[src/via_consts.svh]
`ifndef VIA_CONSTS_SVH
`define VIA_CONSTS_SVH
// vector table byte offsets
`define VEC_BASE 8'he0
`define VEC_TRAP 8'hfe
`define TRAP_SLOT 4'hf
`define PORT_SLOT 4'h1
`define PERIPH_SRCS 13
// opcode and error handling
`define TRAP_OPC 8'h00
`define STACK_LIMIT 8'h6f
`define STACK_ERR_PC 15'h7fff
`define ISR_ENTRY 15'h00ff
`define PROG_BYTES 2048
`define PL_PINS 8
// register byte offsets and fields
`define ADR_CTRL 5'h00
`define ADR_PEN 5'h04
`define ADR_PEDGE 5'h08
`define ADR_PPEND 5'h0c
`define ADR_VIS 5'h10
`define CTRL_GIE 0
`define CTRL_PORT_GROUP_IRQ_ENABLE 1
`define CTRL_RST 8'h00
`endif

[src/via_pkg.sv]
`include "via_consts.svh"
package via_pkg;
  typedef enum logic [0:0] {SEQ_IDLE = 1'b0, SEQ_VFETCH = 1'b1} seq_t;

  typedef struct packed {
    logic global_int_enable;
    logic port_group_irq_enable;
    logic [`PL_PINS-1:0] pin_en;
    logic [`PL_PINS-1:0] pin_edge;
    logic trap_pend;
    seq_t seq;
    logic [7:0] vis_off;
    logic [14:0] vec_addr;
    logic pc_load;
    logic [14:0] pc_val;
    logic push;
    logic [14:0] push_addr;
    logic ack;
    logic [31:0] rdata;
    logic [7:0] fetch_data;
    logic wake;
    logic wake_isr;
  } arb_state_t;

  typedef struct packed {
    logic [`PL_PINS-1:0] sync1;
    logic [`PL_PINS-1:0] sync2;
    logic [`PL_PINS-1:0] prev;
    logic [`PL_PINS-1:0] pend;
  } edge_state_t;
endpackage

[src/port_edge_unit.sv]
`timescale 1ns/1ps
`include "via_consts.svh"
module port_edge_unit
  import via_pkg::*;
#(
  parameter int W = `PL_PINS
)
(
  input wire logic ref_clk,
  input wire logic reset,
  input wire logic [W-1:0] pin_i,
  input wire logic [W-1:0] edge_sel,
  input wire logic [W-1:0] clr_mask,
  output logic [W-1:0] pending
);
  edge_state_t state_q;
  edge_state_t state_d;
  logic [W-1:0] trig;

  if (W != `PL_PINS)
  begin : g_chk
    $error("port width must match the state layout");
  end

  always_comb
  begin
    state_d = state_q;
    state_d.sync1 = pin_i;
    state_d.sync2 = state_q.sync1;
    state_d.prev = state_q.sync2;
    // 1 selects falling edge, 0 rising
    trig = (state_q.sync2 & ~state_q.prev & ~edge_sel)
         | (~state_q.sync2 & state_q.prev & edge_sel);
    // a new edge wins over a software clear in the same cycle
    state_d.pend = (state_q.pend & ~clr_mask) | trig;
  end

  always_ff @(posedge ref_clk)
  begin
    if (reset)
    begin
      state_q <= '0;
    end
    else
    begin
      state_q <= state_d;
    end
  end

  assign pending = state_q.pend;
endmodule

[src/vectored_interrupt_arbiter.sv]
// Local design decisions: the register offsets and the Wishbone slave port.
`timescale 1ns/1ps
`include "via_consts.svh"
// Notes on behaviour
// - dispatch yields even e0..fe, highest active
// - trap pending forces dispatch value fe
// - value replaces only low pc byte
// - fetch vector from memory into pc
// - nothing active selects default e0 slot
// - higher rank sits at higher slot
// - reset clears trap pending flag
// - trap sets trap pending flag
// - only clear instruction or reset clears flag
// - trap flag invisible to software
// - all-zero opcode load raises trap
// - fetch outside program memory returns zero
// - over-popped stack loads pc 7fff
// - trap keeps gie; pending flag masks maskables
// - only a trap preempts trap routine
// - trap pushes address of trap opcode
// - trap taken at once before maskables
// - maskable never preempts maskable routine
// - eight port pin edge interrupts, one vector
// - per-pin enable bit
// - per-pin edge select
// - per-pin pending latch, no group flag
// - port irq needs group enable and gie
// - wake resumes inline or via routine
// - return-from-interrupt sets gie, pops pc
module vectored_interrupt_arbiter
  import via_pkg::*;
#(
  parameter int PROG_BYTES = `PROG_BYTES
)
(
  input wire logic ref_clk,
  input wire logic reset,
  input wire logic wb_cyc_i,
  input wire logic wb_stb_i,
  input wire logic wb_we_i,
  input wire logic [4:0] wb_adr_i,
  input wire logic [3:0] wb_sel_i,
  input wire logic [31:0] wb_dat_i,
  output logic [31:0] wb_dat_o,
  output logic wb_ack_o,
  input wire logic [`PL_PINS-1:0] port_pin_i,
  input wire logic [`PERIPH_SRCS-1:0] periph_irq_i,
  input wire logic ir_load_i,
  input wire logic [7:0] ir_opcode_i,
  input wire logic [14:0] ir_addr_i,
  input wire logic [14:0] pc_i,
  input wire logic vis_exec_i,
  input wire logic clear_nmi_exec_i,
  input wire logic return_from_interrupt_instr_exec_i,
  input wire logic ret_exec_i,
  input wire logic int_ack_i,
  input wire logic [7:0] stack_ptr_i,
  input wire logic [14:0] stack_data_i,
  output logic vec_rd_req_o,
  output logic [14:0] vec_rd_addr_o,
  input wire logic vec_rd_ack_i,
  input wire logic [14:0] vec_rd_data_i,
  input wire logic [14:0] fetch_addr_i,
  input wire logic [7:0] fetch_raw_i,
  output logic [7:0] fetch_data_o,
  output logic int_req_o,
  output logic pc_load_o,
  output logic [14:0] pc_load_val_o,
  output logic push_o,
  output logic [14:0] push_addr_o,
  input wire logic halted_i,
  output logic wake_o,
  output logic wake_isr_o
);
  localparam logic [15:0] PROG_LIM = 16'(PROG_BYTES);

  if (PROG_BYTES < 1 || PROG_BYTES > 32768)
  begin : g_chk
    $error("program size must be 1..32768 bytes");
  end

  arb_state_t state_q;
  arb_state_t state_d;
  logic [`PL_PINS-1:0] pin_pend;
  logic [`PL_PINS-1:0] pin_clr;
  logic [15:0] act;
  logic trap_ev;
  logic bus_hit;
  logic bus_wr;
  logic pop;
  logic vec_done;
  logic ack_take;

  // highest active slot wins; slot 0 is the default vector
  function automatic logic [3:0] pick_slot(input logic [15:0] a);
    logic [3:0] s;
    s = 4'h0;
    for (int i = 1; i < 16; i++)
    begin
      if (a[i])
      begin
        s = 4'(i);
      end
    end
    return s;
  endfunction

  function automatic logic [7:0] slot_offset(input logic [3:0] s);
    return `VEC_BASE | {3'h0, s, 1'b0};
  endfunction

  function automatic logic [31:0] reg_read(input logic [4:0] adr, input arb_state_t s,
                                           input logic [`PL_PINS-1:0] pp);
    logic [31:0] r;
    r = 32'h0;
    case (adr)
      `ADR_CTRL: r = {30'h0, s.port_group_irq_enable, s.global_int_enable};
      `ADR_PEN: r = {24'h0, s.pin_en};
      `ADR_PEDGE: r = {24'h0, s.pin_edge};
      `ADR_PPEND: r = {24'h0, pp};
      `ADR_VIS: r = {24'h0, s.vis_off};
      default: r = 32'h0;
    endcase
    return r;
  endfunction

  port_edge_unit #(
    .W(`PL_PINS)
  ) u_port (
    .ref_clk(ref_clk),
    .reset(reset),
    .pin_i(port_pin_i),
    .edge_sel(state_q.pin_edge),
    .clr_mask(pin_clr),
    .pending(pin_pend)
  );

  assign bus_hit = wb_cyc_i & wb_stb_i;
  // write lands on the edge where the master sees ack
  assign bus_wr = bus_hit & wb_we_i & state_q.ack & wb_sel_i[0];
  assign pin_clr = (bus_wr && wb_adr_i == `ADR_PPEND) ? wb_dat_i[`PL_PINS-1:0] : '0;
  assign trap_ev = ir_load_i && ir_opcode_i == `TRAP_OPC;
  assign pop = return_from_interrupt_instr_exec_i | ret_exec_i;
  assign vec_done = state_q.seq == SEQ_VFETCH && vec_rd_ack_i;

  always_comb
  begin
    act = 16'h0;
    act[`TRAP_SLOT] = state_q.trap_pend;
    act[`PORT_SLOT] = state_q.port_group_irq_enable & |(pin_pend & state_q.pin_en);
    act[14:2] = periph_irq_i;
  end

  // trap pending blocks all maskables; cleared gie blocks nesting
  assign int_req_o = state_q.global_int_enable & ~state_q.trap_pend & |act[14:1];
  assign ack_take = int_ack_i & int_req_o & ~trap_ev;

  always_comb
  begin
    state_d = state_q;
    state_d.pc_load = 1'b0;
    state_d.push = 1'b0;
    state_d.ack = bus_hit & ~state_q.ack;
    state_d.rdata = state_q.ack ? 32'h0 : reg_read(wb_adr_i, state_q, pin_pend);
    if (bus_wr && wb_adr_i == `ADR_CTRL)
    begin
      state_d.global_int_enable = wb_dat_i[`CTRL_GIE];
      state_d.port_group_irq_enable = wb_dat_i[`CTRL_PORT_GROUP_IRQ_ENABLE];
    end
    if (bus_wr && wb_adr_i == `ADR_PEN)
    begin
      state_d.pin_en = wb_dat_i[`PL_PINS-1:0];
    end
    if (bus_wr && wb_adr_i == `ADR_PEDGE)
    begin
      state_d.pin_edge = wb_dat_i[`PL_PINS-1:0];
    end
    // zero bytes outside program memory decode as the trap opcode
    state_d.fetch_data = ({1'b0, fetch_addr_i} >= PROG_LIM) ? `TRAP_OPC : fetch_raw_i;
    if (clear_nmi_exec_i)
    begin
      state_d.trap_pend = 1'b0;
    end
    if (pop)
    begin
      state_d.pc_load = 1'b1;
      state_d.pc_val = (stack_ptr_i > `STACK_LIMIT) ? `STACK_ERR_PC : stack_data_i;
      if (return_from_interrupt_instr_exec_i)
      begin
        state_d.global_int_enable = 1'b1;
      end
    end
    if (ack_take)
    begin
      state_d.global_int_enable = 1'b0;
      state_d.push = 1'b1;
      state_d.push_addr = pc_i;
      state_d.pc_load = 1'b1;
      state_d.pc_val = `ISR_ENTRY;
    end
    case (state_q.seq)
      SEQ_IDLE:
      begin
        if (vis_exec_i)
        begin
          state_d.vis_off = slot_offset(pick_slot(act));
          state_d.vec_addr = {pc_i[14:8], slot_offset(pick_slot(act))};
          state_d.seq = SEQ_VFETCH;
        end
      end
      SEQ_VFETCH:
      begin
        if (vec_rd_ack_i)
        begin
          state_d.pc_load = 1'b1;
          state_d.pc_val = vec_rd_data_i;
          state_d.seq = SEQ_IDLE;
        end
      end
      default: state_d.seq = SEQ_IDLE;
    endcase
    // trap is taken at once, even inside a trap routine; gie untouched
    if (trap_ev)
    begin
      state_d.trap_pend = 1'b1;
      state_d.push = 1'b1;
      state_d.push_addr = ir_addr_i;
      state_d.pc_load = 1'b1;
      state_d.pc_val = `ISR_ENTRY;
    end
    // wake level while halted; isr path only if the interrupt can be taken
    state_d.wake = halted_i & |(pin_pend & state_q.pin_en);
    state_d.wake_isr = halted_i & |(pin_pend & state_q.pin_en) & state_q.port_group_irq_enable
                       & state_q.global_int_enable & ~state_q.trap_pend;
  end

  always_ff @(posedge ref_clk)
  begin
    if (reset)
    begin
      state_q <= '0;
    end
    else
    begin
      state_q <= state_d;
    end
  end

  assign wb_ack_o = state_q.ack;
  assign wb_dat_o = state_q.rdata;
  assign vec_rd_req_o = state_q.seq == SEQ_VFETCH;
  assign vec_rd_addr_o = state_q.vec_addr;
  assign fetch_data_o = state_q.fetch_data;
  assign pc_load_o = state_q.pc_load;
  assign pc_load_val_o = state_q.pc_val;
  assign push_o = state_q.push;
  assign push_addr_o = state_q.push_addr;
  assign wake_o = state_q.wake;
  assign wake_isr_o = state_q.wake_isr;
endmodule

[config.mk]
export PLATFORM = sky130hd
export DESIGN_NAME = vectored_interrupt_arbiter
export DESIGN_NICKNAME = d
export VERILOG_FILES = /design/src/via_pkg.sv /design/src/port_edge_unit.sv /design/src/vectored_interrupt_arbiter.sv
export VERILOG_INCLUDE_DIRS = /design/src
export SDC_FILE = /design/constraint.sdc
export NUM_CORES = 1
export LEC_CHECK = 0
export ABC_AREA = 1
export BUFFER_PORTS_ARGS = -buffer_cell sky130_fd_sc_hd__buf_4
export CORE_MARGIN = 2
export CORE_UTILIZATION = 50
export DETAILED_ROUTE_END_ITERATION = 16
export PLACE_DENSITY = 0.83
export SYNTH_ARGS = -nofsm -noshare
export SYNTH_HDL_FRONTEND = slang
export SYNTH_SLANG_ARGS = --single-unit
[constraint.sdc]
create_clock -name ref_clk -period 2.95 [get_ports ref_clk]
set_input_delay 0.1475 -clock ref_clk [delete_from_list [all_inputs] [get_ports ref_clk]]
set_output_delay 0.1475 -clock ref_clk [all_outputs]
set_load 0.01 [all_outputs]
==> impl_metrics.csv, run 1 <==
group,metric,value,unit
clocking,post_cts_resized,0,
yosys,ys_async_sr_fraction,0,%
yosys,ys.flop_type,"dfxtp_1",
finish,num_antenna_cells,0,
sta,setup_viol,0,
finish,regArea,2300,um^2
critical_path,path_cells,"nand2_1 -> nand2_1 -> nor2_1 -> nand2_1 -> nand2_1 -> a21oi_2 -> nand2_2 -> nor2_4 -> inv_4 -> o221ai_1 -> a21oi_1 -> dlygate4sd3_1",
critical_path,max_stage_delay,0.61,ns
clocking,numCtsBuffers,17,
critical_path,reg2reg_slack,0.33,ns
grt,grt_pass1_wl,26500,um
grt,antenna_found_initial,0,
yosys,ys_types,42,
grt,grt_pass1_vias,5579,
critical_path,critical-path-slowest-cell,"dlygate4sd3_1",
clocking,clock-sinks,115,
hold_path,min_path_type,"input port to flop",
clocking,cts-root-buf,"clkbuf_8",
routing,drt_iter0_markers,335,
sta,rsz0062_at_grt,"false",
power,p_sw_share,24.0,%
yosys,synth_area,5280,um^2
yosys,yosys.area_share.xor_xnor,0,%
power,internal_power,3.26,mW
critical_path,reg2reg_depth,12,
yosys,yosysTopAreaCellShare,43.6,%
sta,finalCriticalPeriod,2.62,ns
place,gp_congestion,0.822,
sta,tightest_slew,0.589,ns
critical_path,worst_path_most_repeated_cell,"nand2_1",
critical_path,path_max_fanout,17,
sta,skew,0.0119,ns
status,status,"finished clean",
yosys,ys_warn_count,0,
power,p_seq_share,38.8,%
power,comb_power_share,14.1,%
grt,track_usage,29.8,%
yosys,synth_mux_area_share,0,%
clocking,cts_tree,"built",
power,cellPowerDensity,546,nW/um^2
critical_path,r2r-start,"u_port.pending[2]",
grt,globalRouteOverflowTotal,0,
critical_path,cp_num_cells,12,
power,ir_drop,0.436,mV
routing,antenna_left,0,
finish,fill_cells,690,
yosys,synth-seq-cells,115,
sta,fin_setup_tns,0,ns
power,switchingPower,1.03,mW
yosys,synth_top_cell_by_area,"dfxtp_1",
yosys,synth_top_family_by_area,"simple AND/OR/NAND/NOR gates",
yosys,synth_area_per_cell,7.52,um^2
finish,multiInputGateArea,1960,um^2
clocking,path_clk_slew,0.06,ns
finish,fin_nets,1111,
critical_path,worstSetupStartpointType,"flop",
place,portBuffers,198,
sta,fmax,382,MHz
critical_path,r2r_end,"pc_load_val_o[14]",
critical_path,path_class,"flop to flop",
critical_path,cp.arrival,3.00,ns
yosys,synth_area_leaders,"dfxtp_1 44%, buf_4 12%, nand2_1 8.0%",
yosys,synth_seq_area_share,43.6,%
yosys,synth_compound_area_share,13.6,%
clocking,cts_buffer_depth,2,
clocking,clock_latency,0.50,ns
finish,syn2layout_area_growth,48.4,%
floorplan,dieArea,11400,um^2
yosys,netlist_instances,703,
sta,slew_headroom,60.7,%
critical_path,crit_start,"u_port.pending[2]",
place,dp_hpwl,9940,um
grt,grt_max_degree,52,
power,clkPwrFrac,47.1,%
critical_path,crit_path_end_kind,"flop",
floorplan,die_w,107,um
critical_path,cp-endpoint,"pc_load_val_o[14]",
critical_path,cp_num_buf_inv,2,
finish,final_layout_size_suffix_gt1_share,26.1,%
floorplan,core,10300,um^2
sta,slew_viol_final,0,
critical_path,required,3.33,ns
place,placed_area,6290,um^2
sta,fin_crit_sh,88.8,%
routing,wl_per_cell,15.6,um
routing,wl,17000,um
routing,drc_errors,0,
yosys,synth_top_cells_by_count,"115 x dfxtp_1, 113 x nand2_1, 93 x nor2_1, 87 x inv_1, 86 x buf_4",
finish,fin_area,7840,um^2
yosys,synth-simple-area-share,21.7,%
routing,vias,5504,
floorplan,io_pins,266,
floorplan,start_util,51.4,%
routing,dr.pass1.iters,5,
routing,viasPerCell,5.07,
yosys,synthAdderAreaFrac,0,%
floorplan,fp.dieH,107,um
power,cellLeakagePower,3.68,nW
floorplan,num_rows,37,
sta,finalHoldViolCount,0,
yosys,synth_most_common_cell,"dfxtp_1",
clocking,cts_htree_levels,4,
yosys,synth_edf_count,0,
critical_path,critPathTopFamily,"simple AND/OR/NAND/NOR gates",
job,cap_violations,0,
-- stage by stage --
step	instances	power, mW	setup slack (ns)	hold WS (ns)	util, %
after global routing	1086	4.42	0.140	0.0458	76.3
after detailed placement	958	2.16	0.988	0.356	61.2
final	1086	4.28	0.332	0.0471	76.3
after CTS	1086	4.28	0.440	0.0154	76.3
after global placement	958	2.15	1.01	0.348	61.2
after floorplan	727	1.98	1.37	0.254	-
-- worst min-delay path, delay by kind of cell --
kind / cells / cell delay (ns)
compound gates: 1 / 0.15
buf+inv: 1 / 0.09
simple gates: 2 / 0.10
-- cell type report --
type	count	area share, %
multi-input cells	414	25.0
flip-flops and latches	115	29.4
inverters	92	4.50
clock buffers	19	5.50
well taps	136	2.17
repair buffers	297	31.5
clock inverters	13	2.03
-- what timing repair did --
action	in CTS	in global routing
buffers inserted	0	0
hold buffers	96	0
endpoints found under the hold margin	85	0
-- kinds of logic (layout without fill, tap and decap cells) --
family	Yosys count	in the layout
AO/OA/AOI/OAI	122	122
other	1	25
AND/OR/NAND/NOR	267	267
buffers and inverters	198	421
flip-flops	115	115
-- flip-flops by register name, indices dropped and copies added, names as in the netlist, 8 cells and up --
register        cells
wb_dat_o            8
fetch_data_o        8
u_port.pending      8
u_port.state_q      8
push_addr_o        15
vec_rd_addr_o      12
state_q            18
pc_load_val_o      15
u_port.state_d     16
-- metal layers --
metal	track usage, %	wire [um]	up-vias
li1	-	-	2618
met1	29.5	5830	2531
met2	56.4	8950	280
met3	6.50	1340	75
met4	17.9	865	0
met5	0	0	-
-- power groups by stage --
stage | Clock [mW] | Combinational [mW] | Sequential, mW
6_report | 2.02 | 0.604 | 1.66
5_1_grt | 2.11 | 0.650 | 1.67
4_1_cts | 2.04 | 0.577 | 1.66
3_5_place_dp | 0 | 0.465 | 1.69
3_3_place_gp | 0 | 0.457 | 1.69
2_1_floorplan | 0 | 0.295 | 1.68
-- layout by cell type (no fill, tap or decap), types with 5 or more instances in the layout --
master | Yosys | layout
a21oi_1 | 28 | 28
dlygate4sd3_1 | 0 | 96
o221ai_1 | 7 | 7
a22oi_1 | 5 | 5
nor3_1 | 17 | 17
nand3_1 | 22 | 22
nor4_1 | 9 | 9
buf_4 | 86 | 201
o21ai_0 | 47 | 47
a31oi_1 | 19 | 19
nand2_1 | 113 | 113
inv_1 | 87 | 87
nor2_1 | 93 | 93
conb_1 | 1 | 25
clkbuf_16 | 0 | 16
dfxtp_1 | 115 | 115
-- how the worst min path moves through the flow --
stage	depth (start not counted)	startpoint	endpoint
after floorplan	2	port_pin_i[0]	u_port.state_d[16]
after global placement	3	port_pin_i[4]	u_port.state_d[20]
after detailed placement	3	port_pin_i[2]	u_port.state_d[18]
after CTS	4	periph_irq_i[11]	vec_rd_addr_o[2]
after global routing	4	wb_adr_i[3]	wb_dat_o[4]
final	4	periph_irq_i[11]	vec_rd_addr_o[2]
(Power assumes the default switching activity.)
==> run 2: changes to the inputs <==
- ABC_AREA: 1 -> default
- CORE_UTILIZATION: 50 -> 49
- PLACE_DENSITY: 0.83 -> 0.81
==> impl_metrics.csv, run 2 <==
group,metric,value,unit
clocking,ctsHoldBuffers,86,
sta,finalHoldViolCount,0,
finish,final_cells,963,
routing,drc_errors,0,
floorplan,die_w,107,um
yosys,ys_types,43,
grt,track_usage,27.9,%
place,placed_area,6270,um^2
yosys,synth_most_common_cell,"dfxtp_1",
yosys,ys_async_sr_fraction,0,%
hold_path,min_delay_worst_endpoint,"pc_load_val_o[2]",
yosys,netlist_instances,590,
status,status,"finished clean",
grt,grt_pass1_vias,5243,
clocking,numCtsBuffers,17,
clocking,post_cts_buffers,0,
clocking,post_cts_resized,0,
critical_path,reg2reg_depth,8,
finish,num_antenna_cells,0,
grt,globalRouteOverflowTotal,0,
finish,final_layout_size_suffix_gt1_share,30.0,%
routing,viasPerCell,5.27,
floorplan,dieArea,11400,um^2
grt,grt_max_degree,55,
clocking,cts_htree_levels,4,
place,portBuffers,198,
clocking,cts_tree,"built",
floorplan,core,10300,um^2
sta,fin_crit_sh,87.1,%
routing,antenna_left,0,
power,cellPowerDensity,550,nW/um^2
routing,drt_iter0_markers,320,
floorplan,fp.dieH,107,um
yosys,yosysTopAreaCellShare,44.3,%
critical_path,critical-path-slowest-cell,"dlygate4sd3_1",
finish,syn2layout_area_growth,48.7,%
sta,slew_viol_final,0,
power,cellLeakagePower,3.35,nW
hold_path,whs_path_depth,4,
yosys,synth_edf_count,0,
critical_path,path_class,"flop to flop",
sta,layout_setup_ws,0.381,ns
critical_path,path_cells,"a22oi_1 -> nand2_1 -> o21ai_1 -> a211oi_4 -> buf_4 -> mux2i_1 -> o21ai_0 -> dlygate4sd3_1",
critical_path,cp_num_buf_inv,2,
hold_path,worstHoldStart,"vec_rd_data_i[2]",
floorplan,io_pins,266,
routing,vias,5078,
clocking,path_clk_slew,0.06,ns
critical_path,path_max_fanout,25,
sta,tightest_slew,0.815,ns
finish,fin_nets,988,
sta,holdWs,0.0263,ns
routing,wl_per_cell,16.6,um
yosys,ys.flop_type,"dfxtp_1",
yosys,synth-seq-cells,115,
critical_path,crit_path_end_kind,"flop",
power,ir_drop,0.323,mV
finish,top_register,"state_q",
critical_path,critPathTopFamily,"buffers and inverters",
yosys,synth_area_per_cell,8.81,um^2
yosys,synth_area_leaders,"dfxtp_1 44%, buf_4 12%, nand2_1 4.9%",
place,dp_cells,845,
sta,fmax,389,MHz
finish,fin_area,7730,um^2
yosys,synth_area,5200,um^2
grt,antenna_found_initial,0,
yosys,synth_seq_area_share,44.3,%
finish,largest_register_ffs,18,
critical_path,max_stage_delay,0.63,ns
clocking,clock_latency,0.50,ns
yosys,ys_warn_count,0,
hold_path,min_path_type,"input port to flop",
job,cap_violations,0,
clocking,cts-root-buf,"clkbuf_8",
routing,dr.pass1.iters,4,
yosys,synth_top_cell_by_area,"dfxtp_1",
place,dp_slack,0.367,ns
place,dp_hpwl,9850,um
critical_path,required,3.33,ns
clocking,cts_buffer_depth,2,
critical_path,reg2reg_slack,0.38,ns
critical_path,r2r_end,"push_addr_o[11]",
floorplan,start_util,50.3,%
sta,skew,0.0129,ns
clocking,clock-sinks,115,
grt,grt_pass1_wl,25100,um
finish,layout_common_cells,"206 x buf_4, 115 x dfxtp_1, 86 x dlygate4sd3_1, 68 x nand2_1, 50 x nor2_1",
critical_path,worstSetupStartpointType,"flop",
critical_path,cp.arrival,2.95,ns
sta,rsz0062_at_grt,"false",
floorplan,num_rows,37,
sta,fin_setup_tns,0,ns
sta,finalCriticalPeriod,2.57,ns
sta,slew_headroom,45.7,%
finish,layout_commonest_cell,"buf_4",
place,gp_congestion,0.903,
critical_path,r2r-start,"u_port.pending[3]",
routing,wl,16000,um
sta,setup_viol,0,
yosys,synth_top_cells_by_count,"115 x dfxtp_1, 85 x buf_4, 68 x nand2_1, 50 x nor2_1, 36 x nor2b_1",
[run 2: cell families after synthesis]
| family | synth area share (%) |
|---|---|
| other | 0.0722 |
| buffers and inverters | 14.5 |
| multiplexers | 6.55 |
| flip-flops | 44.3 |
| AND/OR/NAND/NOR | 21.4 |
| AO/OA/AOI/OAI | 13.1 |
[run 2: layout make-up]
cell class,count,area (um^2)
tap,136,170
sequential,115,2300
clock inverter,12,156
inverter,5,18.8
multi-input combinational,383,2240
fill,673,2600
clock buffer,20,435
timing repair buffer,292,2410
[run 2: how the worst max path moves through the flow]
stage,startpoint,to,depth (start not counted)
after global placement,periph_irq_i[5],pc_load_val_o[1],7
after CTS,u_port.pending[3],push_addr_o[8],8
after detailed placement,periph_irq_i[5],pc_load_val_o[6],7
after floorplan,periph_irq_i[5],pc_load_val_o[0],7
after global routing,u_port.pending[3],push_addr_o[11],8
final,u_port.pending[3],push_addr_o[11],8
[run 2: power by group]
part / switching (mW) / internal [mW]
Clock: 0.713 / 1.31
Combinational: 0.243 / 0.320
Sequential: 0.0421 / 1.62
[run 2: worst min-delay path, cell delays in order]
cell,delay [ns]
buf_4,0.08
nor2_1,0.03
nor2_1,0.07
o221a_1,0.16
[run 2: metal layers]
metal,wire (um),vias up,GRT usage [%]
met2,8440,232,52.0
met3,913,52,6.93
met5,0,-,0
met4,544,0,13.2
li1,-,2373,-
met1,6130,2421,29.1
[run 2: through the flow]
step	util (%)	total power, mW
final	74.8	4.25
after CTS	74.8	4.24
after detailed placement	60.8	2.15
after floorplan	-	1.96
after global placement	60.8	2.13
after global routing	74.8	4.38
==> run 3: changes to the inputs <==
- CORE_UTILIZATION: 49 -> 46
- PLACE_DENSITY: 0.81 -> 0.82
- clock period: 2.95 -> 2.9 ns (I/O delays scaled with it)
==> impl_metrics.csv, run 3 (synthesis results as in run 2) <==
group,metric,value,unit
routing,antenna_left,0,
grt,antenna_found_initial,0,
place,gp_congestion,0.804,
critical_path,required,3.19,ns
critical_path,path_max_fanout,8,
floorplan,fp.dieH,110,um
floorplan,io_pins,266,
clocking,post_cts_buffers,0,
finish,final_cells,931,
job,cap_violations,0,
place,portBuffers,198,
sta,tightest_slew,0.848,ns
clocking,numCtsBuffers,17,
critical_path,worstSetupStartpointType,"flop",
critical_path,cp_num_buf_inv,0,
floorplan,dieArea,12200,um^2
hold_path,min_path_type,"input port to flop",
grt,globalRouteOverflowTotal,0,
clocking,cts-root-buf,"clkbuf_16",
power,finalPower,4.39,mW
floorplan,start_util,47.5,%
sta,rsz0062_at_grt,"false",
critical_path,crit_path_end_kind,"flop",
finish,syn2layout_area_growth,42.5,%
place,dp_hpwl,9880,um
routing,drt_iter0_markers,262,
finish,regArea,2300,um^2
floorplan,num_rows,38,
sta,fmax,444,MHz
critical_path,path_class,"flop to flop",
finish,top_register,"state_q",
grt,grt_pass1_vias,4863,
critical_path,cp.arrival,2.54,ns
finish,final_layout_size_suffix_gt1_share,31.6,%
sta,slew_viol_final,0,
clocking,cts_tree,"built",
status,status,"finished clean",
clocking,cts_htree_levels,4,
grt,grt_max_degree,56,
floorplan,core,10900,um^2
finish,fin_nets,953,
clocking,clock-sinks,115,
routing,viasPerCell,5.22,
sta,holdWs,0.0157,ns
power,ir_drop,0.373,mV
grt,track_usage,24.1,%
critical_path,path_cells,"a22oi_1 -> nand2_1 -> o21ai_1 -> a211oi_4 -> or4b_1 -> o221a_1",
power,cellPowerDensity,592,nW/um^2
sta,skew,0.00712,ns
grt,grt_pass1_wl,22600,um
critical_path,critPathTopFamily,"compound AO/OA/AOI/OAI gates",
routing,drc_errors,0,
routing,dr.pass1.iters,4,
routing,vias,4857,
finish,largest_register_ffs,18,
critical_path,critical-path-slowest-cell,"or4b_1",
power,cellLeakagePower,3.19,nW
clocking,cts_buffer_depth,2,
sta,finalCriticalPeriod,2.25,ns
floorplan,die_w,110,um
finish,multiInputGateArea,2240,um^2
clocking,clock_latency,0.41,ns
finish,layout_common_cells,"208 x buf_4, 115 x dfxtp_1, 68 x nand2_1, 50 x nor2_1, 49 x dlygate4sd3_1",
sta,setup_viol,0,
critical_path,reg2reg_slack,0.65,ns
sta,finalHoldViolCount,0,
finish,layout_commonest_cell,"buf_4",
place,dp_cells,851,
clocking,path_clk_slew,0.05,ns
sta,slew_headroom,43.4,%
finish,fill_cells,812,
critical_path,max_stage_delay,0.70,ns
sta,fin_crit_sh,77.6,%
finish,num_antenna_cells,0,
routing,wl_per_cell,15.7,um
sta,fin_setup_tns,0,ns
routing,wl,14600,um
-- run 3: routing by layer --
layer	vias to the layer above	track usage (%)	wire, um
li1	2305	-	-
met1	2285	27.3	5920
met2	234	41.7	7340
met3	33	6.82	970
met4	0	11.5	363
met5	-	0	0
-- run 3: final timing paths --
path                                          from                  to  cells after the start
worst max-delay path             u_port.pending[3]    pc_load_val_o[5]                      6
worst min-delay path               stack_data_i[4]    pc_load_val_o[4]                      2
worst max register to register   u_port.pending[3]    pc_load_val_o[5]                      6
worst min register to register  u_port.state_d[19]  u_port.state_d[11]                      1
-- run 3: where the power goes --
part | total (mW) | internal, mW | switching [mW]
sequential | 1.69 | 1.65 | 0.0418
clock | 2.17 | 1.46 | 0.713
combinational | 0.526 | 0.295 | 0.230
total | 4.39 | 3.40 | 0.985
-- run 3: area by class of cell --
type / count / share of cell area, %
Timing Repair Buffer: 257 / 27.7
Tap cell: 140 / 2.37
Clock inverter: 8 / 1.67
Sequential cell: 115 / 31.1
Clock buffer: 23 / 6.72
Multi-Input combinational cell: 383 / 30.2
Inverter: 5 / 0.253
-- run 3: metrics by stage --
stage | area [um^2] | setup slack [ns] | utilization, %
6_report | 7410 | 0.648 | 67.7
3_3_place_gp | 6290 | 0.367 | 57.6
4_1_cts | 7410 | 0.680 | 67.7
2_1_floorplan | 5290 | 0.578 | -
5_1_grt | 7410 | 0.579 | 67.7
3_5_place_dp | 6290 | 0.296 | 57.6
-- run 3: what timing repair did --
item	4_1_cts	5_1_grt
hold buffers	49	0
resized for setup	0	0
endpoints found under the setup margin	0	0
endpoints found under the hold margin	49	0
